===== config.mk =====
export PLATFORM = sky130hd
export DESIGN_NAME = dac_path_control_register
export DESIGN_NICKNAME = d
export VERILOG_FILES = /design/src/core/dac_path_control_register.v
export VERILOG_INCLUDE_DIRS = /design/src /design/src/inc
export SDC_FILE = /design/constraint.sdc
export NUM_CORES = 1
export LEC_CHECK = 0
export ABC_AREA = 1
export BUFFER_PORTS_ARGS = -buffer_cell sky130_fd_sc_hd__buf_2
export CAP_MARGIN = 30
export CORE_ASPECT_RATIO = 1.4
export CORE_MARGIN = 5
export CORE_UTILIZATION = 23
export DETAILED_ROUTE_END_ITERATION = 8
export SLEW_MARGIN = 20
export SYNTH_ARGS = -nofsm -noshare
export SYNTH_HDL_FRONTEND = slang
export SYNTH_SLANG_ARGS = --single-unit

===== constraint.sdc =====
create_clock -name i_ref_clk -period 3 [get_ports i_ref_clk]
set_input_delay 0.15 -clock i_ref_clk [delete_from_list [all_inputs] [get_ports i_ref_clk]]
set_output_delay 0.15 -clock i_ref_clk [all_outputs]
set_load 0.005 [all_outputs]

===== src/inc/dac_path_defines.vh =====
`ifndef DAC_PATH_DEFINES_VH
`define DAC_PATH_DEFINES_VH

// Register address of the control word
`define DAC_PATH_CONTROL_ADDR 8'h14
// Reset value: bits 14, 11, 10 and 8 set
`define DAC_PATH_CONTROL_RESET 16'h4d00

// Field positions
`define POL_INV_BIT 15
`define SHAPER_BIT 14
`define MIX_POS_BIT 13
`define MIX_EN_BIT 12
`define CH2_SRC_HI 11
`define CH2_SRC_LO 10
`define CH1_SRC_HI 9
`define CH1_SRC_LO 8
`define SILENCE_BIT 7
`define QDET_EN_BIT 6
`define QTHR_HI 5
`define QTHR_LO 4
`define BASS_SEL_BIT 3
`define BYPASS_BIT 2
`define RATE_HI 1
`define RATE_LO 0

// Zero-sample thresholds of the silence detector
`define QTHR_COUNT0 15'd3200
`define QTHR_COUNT1 15'd4800
`define QTHR_COUNT2 15'd9600
`define QTHR_COUNT3 15'd19200

// Source codes
`define SRC_ADC 2'h0
`define SRC_SERIAL 2'h1
`define SRC_IEC 2'h2
`define SRC_SERIAL_ALT 2'h3

// Source one-hot outputs: bit0 ADC, bit1 serial, bit2 IEC
`define SRC_HOT_ADC 3'h1
`define SRC_HOT_SERIAL 3'h2
`define SRC_HOT_IEC 3'h4

// De-emphasis one-hot: bit0 32k, bit1 44.1k, bit2 48k, bit3 96k, 0 = off
`define DE_OFF 3'h0
`define DE_32K 3'h1
`define DE_44K 3'h2
`define DE_48K 3'h3
`define DE_96K 3'h4
`define DE_HOT_OFF 4'h0
`define DE_HOT_32K 4'h1
`define DE_HOT_44K 4'h2
`define DE_HOT_48K 4'h4
`define DE_HOT_96K 4'h8

// Gains in 0.5 dB-free plain dB, signed 4 bits
`define GAIN_0DB 4'h0
`define GAIN_M6DB 4'ha

// Input rate modes
`define RATE_SINGLE 2'h0
`define RATE_DOUBLE 2'h1
`define RATE_QUAD 2'h2

`endif


===== src/core/dac_path_control_register.v =====
`timescale 1ns/1ps
`include "dac_path_defines.vh"
module dac_path_control_register (
    input wire i_ref_clk,
    input wire i_rst,
    input wire i_wr_en,
    input wire i_rd_en,
    input wire [7:0] i_addr,
    input wire [15:0] i_wr_data,
    input wire i_sample_valid,
    input wire i_sample_zero,
    input wire i_master_mute_state,
    input wire [2:0] i_first_channel_deemph,
    input wire [2:0] i_second_channel_deemph,
    input wire i_mix_gain_sel,
    output reg [15:0] o_rd_data,
    output reg o_rd_valid,
    output reg o_output_polarity_invert,
    output reg o_shaper_order_select,
    output reg o_mix_enable,
    output reg o_mix_after_processing,
    output reg [2:0] o_first_channel_source,
    output reg [2:0] o_second_channel_source,
    output reg [3:0] o_dac_gain_db,
    output reg [3:0] o_mix_gain_db,
    output reg [3:0] o_first_deemph_sel,
    output reg [3:0] o_second_deemph_sel,
    output reg o_quiet_detected,
    output reg o_converter_core_silence,
    output reg o_resonant_bass,
    output reg o_mix_bypass,
    output reg [1:0] o_input_rate_mode,
    output reg o_rate_reserved
);

// Control word, latched sources and detector state
reg [15:0] dac_path_control;
reg [1:0] first_src_code;
reg [1:0] second_src_code;
reg [14:0] zero_count;
reg [14:0] quiet_threshold;
// Decoder results ahead of the output flops
reg [2:0] next_first_src;
reg [2:0] next_second_src;
reg [3:0] next_first_de;
reg [3:0] next_second_de;

// Reset word as a constant so its fields can be sliced
localparam [15:0] CTRL_RESET = `DAC_PATH_CONTROL_RESET;

// Internal strobes and conditions
wire wr_hit;
wire mix_on;
wire quiet_detect_enable;
wire quiet_now;

// Only the single mapped address takes a write
assign wr_hit = i_wr_en && (i_addr == `DAC_PATH_CONTROL_ADDR);
assign mix_on = dac_path_control[`MIX_EN_BIT];
assign quiet_detect_enable = dac_path_control[`QDET_EN_BIT];
// Detector output is held low while the detector is off
assign quiet_now = quiet_detect_enable && (zero_count >= quiet_threshold);

// Source code to one-hot path select
function [2:0] src_decode;
    input [1:0] code;
    begin
        case (code)
            `SRC_ADC: src_decode = `SRC_HOT_ADC;
            // Codes 01 and 11 both pick the serial input
            `SRC_SERIAL: src_decode = `SRC_HOT_SERIAL;
            `SRC_IEC: src_decode = `SRC_HOT_IEC;
            `SRC_SERIAL_ALT: src_decode = `SRC_HOT_SERIAL;
            default: src_decode = `SRC_HOT_SERIAL;
        endcase
    end
endfunction

// De-emphasis code to one-hot filter select
function [3:0] de_decode;
    input [2:0] code;
    begin
        case (code)
            `DE_OFF: de_decode = `DE_HOT_OFF;
            `DE_32K: de_decode = `DE_HOT_32K;
            `DE_44K: de_decode = `DE_HOT_44K;
            `DE_48K: de_decode = `DE_HOT_48K;
            `DE_96K: de_decode = `DE_HOT_96K;
            default: de_decode = `DE_HOT_OFF;
        endcase
    end
endfunction

// Register write and read-back
always @(posedge i_ref_clk) begin
    if (i_rst) begin
        dac_path_control <= `DAC_PATH_CONTROL_RESET;
        o_rd_data <= 16'h0000;
        o_rd_valid <= 1'b0;
    end else begin
        // Writes to other addresses are dropped
        if (wr_hit) begin
            dac_path_control <= i_wr_data;
        end
        // Data is zero outside a mapped read so it can be OR-combined
        o_rd_valid <= i_rd_en;
        if (i_rd_en && (i_addr == `DAC_PATH_CONTROL_ADDR)) begin
            o_rd_data <= dac_path_control;
        end else begin
            o_rd_data <= 16'h0000; // Unmapped reads as zero
        end
    end
end

// Threshold lookup from the two-bit setting
always @* begin
    // Zero-sample threshold
    // Thresholds count samples, not clock cycles
    case (dac_path_control[`QTHR_HI:`QTHR_LO])
        2'h0: quiet_threshold = `QTHR_COUNT0;
        2'h1: quiet_threshold = `QTHR_COUNT1;
        2'h2: quiet_threshold = `QTHR_COUNT2;
        default: quiet_threshold = `QTHR_COUNT3;
    endcase
end

// Consecutive zero sample counter, saturating at the largest threshold
always @(posedge i_ref_clk) begin
    if (i_rst) begin
        zero_count <= 15'h0000;
    end else if (!quiet_detect_enable) begin
        zero_count <= 15'h0000;
    end else if (i_sample_valid) begin
        if (!i_sample_zero) begin
            // A non-zero sample restarts the run
            zero_count <= 15'h0000;
        end else if (zero_count < `QTHR_COUNT3) begin
            // Saturating keeps the count from wrapping below a threshold
            zero_count <= zero_count + 15'h0001;
        end
    end
end

// Latched source codes; a new code only lands while mixing is on
// Holding codes while mixing is off keeps the path from switching mid-stream
always @(posedge i_ref_clk) begin
    if (i_rst) begin
        first_src_code <= CTRL_RESET[`CH1_SRC_HI:`CH1_SRC_LO];
        second_src_code <= CTRL_RESET[`CH2_SRC_HI:`CH2_SRC_LO];
    end else if (mix_on) begin
        first_src_code <= dac_path_control[`CH1_SRC_HI:`CH1_SRC_LO];
        second_src_code <= dac_path_control[`CH2_SRC_HI:`CH2_SRC_LO];
    end
end

// Decode of sources and de-emphasis selections
// Decoders are combinational; the output flops add the cycle
always @* begin
    next_first_src = src_decode(first_src_code);
    next_second_src = src_decode(second_src_code);
    next_first_de = de_decode(i_first_channel_deemph);
    next_second_de = de_decode(i_second_channel_deemph);
end

// Polarity and noise shaper order
always @(posedge i_ref_clk) begin
    if (i_rst) begin
        o_output_polarity_invert <= CTRL_RESET[`POL_INV_BIT];
        o_shaper_order_select <= CTRL_RESET[`SHAPER_BIT];
    end else begin
        o_output_polarity_invert <= dac_path_control[`POL_INV_BIT];
        o_shaper_order_select <= dac_path_control[`SHAPER_BIT];
    end
end

// Mixer enable and position; position means nothing while mixing is off
always @(posedge i_ref_clk) begin
    if (i_rst) begin
        o_mix_enable <= CTRL_RESET[`MIX_EN_BIT];
        o_mix_after_processing <= 1'b0;
    end else begin
        o_mix_enable <= mix_on;
        o_mix_after_processing <= mix_on && dac_path_control[`MIX_POS_BIT];
    end
end

// One-hot channel sources from the latched codes
always @(posedge i_ref_clk) begin
    if (i_rst) begin
        o_first_channel_source <= `SRC_HOT_SERIAL;
        o_second_channel_source <= `SRC_HOT_SERIAL;
    end else begin
        o_first_channel_source <= next_first_src;
        o_second_channel_source <= next_second_src;
    end
end

// Gain pair; the converter path stays at unity in both mixer gain settings
always @(posedge i_ref_clk) begin
    if (i_rst) begin
        o_dac_gain_db <= `GAIN_0DB;
        o_mix_gain_db <= `GAIN_0DB;
    end else if (mix_on && !i_mix_gain_sel) begin
        o_dac_gain_db <= `GAIN_0DB;
        o_mix_gain_db <= `GAIN_M6DB;
    end else begin
        o_dac_gain_db <= `GAIN_0DB;
        o_mix_gain_db <= `GAIN_0DB;
    end
end

// De-emphasis selections, one cycle behind the codes
always @(posedge i_ref_clk) begin
    if (i_rst) begin
        o_first_deemph_sel <= `DE_HOT_OFF;
        o_second_deemph_sel <= `DE_HOT_OFF;
    end else begin
        o_first_deemph_sel <= next_first_de;
        o_second_deemph_sel <= next_second_de;
    end
end

// Silence flag and converter silence switch
always @(posedge i_ref_clk) begin
    if (i_rst) begin
        o_quiet_detected <= 1'b0;
        o_converter_core_silence <= 1'b0;
    end else begin
        // Flag mirrors the detector so software can see it
        o_quiet_detected <= quiet_now;
        if (dac_path_control[`SILENCE_BIT]) begin
            o_converter_core_silence <= 1'b1;
        end else begin
            o_converter_core_silence <= quiet_now || i_master_mute_state;
        end
    end
end

// Bass boost type and mixer bypass
always @(posedge i_ref_clk) begin
    if (i_rst) begin
        o_resonant_bass <= CTRL_RESET[`BASS_SEL_BIT];
        o_mix_bypass <= CTRL_RESET[`BYPASS_BIT];
    end else begin
        o_resonant_bass <= dac_path_control[`BASS_SEL_BIT];
        o_mix_bypass <= dac_path_control[`BYPASS_BIT];
    end
end

// Input rate mode with a flag for the reserved code
always @(posedge i_ref_clk) begin
    if (i_rst) begin
        o_input_rate_mode <= CTRL_RESET[`RATE_HI:`RATE_LO];
        o_rate_reserved <= 1'b0;
    end else begin
        o_input_rate_mode <= dac_path_control[`RATE_HI:`RATE_LO];
        // Reserved code passes through; the flag lets users catch it
        o_rate_reserved <= &dac_path_control[`RATE_HI:`RATE_LO];
    end
end

endmodule // dac_path_control_register


==> impl_metrics.ini <==
[die]
dieArea_mm2 = 0.0158
die_w_um = 108
start_util_pct = 23.1
ios = 88
die_h_um = 147
core-area_mm2 = 0.0133
row_count = 50

[yosys]
synth_area_leaders = dfxtp_1, nor2_1, nand2_1
synthTopCellsByCount = nor2_1, dfxtp_1, nand2_1, inv_1, nand3_1
yosys.area_share.adder_pct = 5.71
synth_compound_area_share_pct = 5.55
synth.avg_cell_area_um2 = 7.76
synth_xor_area_share_pct = 0
synth_edf_count = 0
synth_warnings = 0
syn-cell-area_mm2 = 0.00307
postSynthCellCount = 395
synth_top_cell_by_area = dfxtp_1
muxShareOfSynthArea_pct = 0
synth_top_area_share_pct = 50.9
async_flop_share_pct = 0
synth_most_common_cell = nor2_1
synth_ff_type = dfxtp_1
synth_top_family_by_area = simple AND/OR/NAND/NOR gates
ys_seq_area_share_pct = 50.9
synthSimpleGateAreaFrac_pct = 27.2
ys_types = 26
ys_ff_latch = 78

[finish]
regArea_mm2 = 0.00156
drive_gt1_share_pct = 22.2
syn2layout_area_growth_pct = 31.5
fill_cells = 1431
nNetsFinal = 537
diodes = 0
fin_util_pct = 30.4
multi_input_area_mm2 = 0.00120

[global_routing]
grt.total_usage_pct = 9.80
grt_pass1_vias = 2768
antenna_found_initial = 0
grt_pass1_wl_um = 12500
grt_overflow = 0
grt_max_degree = 30

[timing]
rsz0062_at_grt = no
period_minus_slack_ns = 1.70
skew_ns = 0.00469
final.setup.tns_ns = 0
fin_crit_sh_pct = 56.6
slew-limit-headroom_pct = 50.9
setup_ws_ns = 1.30
hold_viol = 0
maxSlewViolCount = 0
setup_viol = 0
whs_ns = 0.0216
clock.fmax_mhz = 589
tightest_slew_ns = 0.735

[placed_design]
port_buffers = 81
gp_congestion = 0.859
place_ws_ns = 1.30
hpwl_um = 5570

[clock_tree]
numClockSinks = 78
numCtsBuffers = 9
postCtsSetupRepairBufs = 0
clk_latency_ns = 0.33
cts_tree = built
clk_path_buf_depth = 2
path_clk_slew_ns = 0.06
cts_root_buffer = clkbuf_16
htree_levels = 3

[drt]
routed_via_density = 3.99
num_vias = 2679
drtPass1Iterations = 4
drtIter0Drc = 80
routedWlPerCell_um = 11.2
route.detailed.drc = 0
finalWirelength_um = 7490
antenna_left = 0

[pwr]
p_leak_nw = 1.95
ir_drop_uv = 326
p_per_area_mw_per_mm2 = 565

[outcome]
run_status = completed

[worst_setup_path]
path_class = reg -> reg
cp-start-kind = flop
cp.arrival_ns = 1.92
critPathCaptureType = flop
crit_fanout = 4
required_ns = 3.22

[min_path]
worst_hold_path_type = in -> reg

[flow_run]
cap_violations = 0
cell usage in the layout (no fill, tap or decap):
cell / Yosys / routed
nor2_1: 85 / 85
buf_2: 6 / 81
dfxtp_1: 78 / 78
nand2_1: 71 / 71
inv_1: 51 / 51
nand3_1: 21 / 21
a21oi_1: 15 / 15
ha_1: 14 / 14
clkbuf_16: 0 / 9
dlygate4sd3_1: 0 / 9
nand4_1: 7 / 7
o21ai_1: 6 / 6
conb_1: 1 / 6
inv_2: 5 / 5
nor4_1: 5 / 5
o21ai_0: 5 / 5
nor3_1: 4 / 4
nor4_2: 2 / 2
o22ai_1: 2 / 2
nor2_2: 2 / 2
clkinv_4: 0 / 2
bufinv_16: 0 / 2
clkinv_1: 1 / 1
nand3_2: 1 / 1
a21boi_4: 1 / 1
a21oi_2: 1 / 1
clkinv_2: 0 / 1
clkbuf_8: 0 / 1
clkbuf_1: 1 / 1
buf_4: 8 / 1
registers in the layout (all words and copies together), names as in the netlist, 2 cells and up:
signal	flops
dac_path_control	16
o_rd_data	16
zero_count	15
o_first_deemph_sel	4
o_second_deemph_sel	4
o_first_channel_source	3
o_second_channel_source	3
first_src_code	2
o_input_rate_mode	2
second_src_code	2
worst max-delay path: stages, from the launching register on:
cell and delay, ns:
dfxtp_1 0.38, inv_1 0.11, ha_1 0.22, nor2_1 0.13, ha_1 0.27, a21oi_1 0.14
o21ai_0 0.09, nand2_1 0.07, nand3_1 0.07, nand2_1 0.07, nand2_1 0.05
metal layers:
metal / up-vias / routed length (um) / global-route usage [%]
met2: 65 / 3760 / 16.7
met1: 1194 / 3190 / 11.0
met3: 21 / 330 / 2.70
met5: - / 0 / 0
li1: 1399 / - / -
met4: 0 / 214 / 5.05
worst paths after layout:
kind                                                  startpoint  slack, ns                                    end  cells past startpoint
worst max register to register  dac_path_control[4]$_SDFFE_PP0P_       1.30    o_converter_core_silence$_SDFF_PP0_                     10
worst max-delay path            dac_path_control[4]$_SDFFE_PP0P_       1.30    o_converter_core_silence$_SDFF_PP0_                     10
worst min-delay path                               i_wr_data[14]       0.02      dac_path_control[14]$_SDFFE_PP1P_                      3
worst min register to register   second_src_code[1]$_SDFFE_PP1P_       0.43  o_second_channel_source[0]$_SDFF_PP0_                      1
layout make-up:
| class | instances | share of cell area, % |
|---|---|---|
| clock inverters | 5 | 2.05 |
| flip-flops and latches | 78 | 38.7 |
| inverters | 57 | 5.31 |
| multi-input cells | 248 | 29.8 |
| well taps | 182 | 5.65 |
| repair buffers | 91 | 12.5 |
| clock buffers | 11 | 6.02 |
per-stage QoR:
| stage | power, mW | std cells | instance area [um^2] |
|---|---|---|---|
| finish | 2.28 | 672 | 4030 |
| global route | 2.35 | 672 | 4030 |
| detailed placement | 1.13 | 647 | 3620 |
| CTS | 2.31 | 672 | 4030 |
| floorplan | 1.10 | 400 | 3090 |
| global placement | 1.13 | 647 | 3620 |
timing repair:
action / in CTS / in global routing
hold buffers: 9 / 0
hold endpoints to repair: 7 / 0
gates resized for setup: 0 / 0
cell families (layout without fill, tap and decap cells):
| kind of cell | count (synthesis) | count (layout) |
|---|---|---|
| compound gates | 30 | 30 |
| fa+ha+maj | 14 | 14 |
| buf+inv | 74 | 164 |
| flops | 78 | 78 |
| other cells | 1 | 6 |
| simple gates | 198 | 198 |
power by group:
group	leakage [nW]	switching, mW	internal, mW	total [mW]
Combinational	1.16	0.0379	0.0331	0.0709
Sequential	0.630	0.00133	1.04	1.04
Clock	0.160	0.412	0.752	1.16
Power figures use the tool's default switching activity.
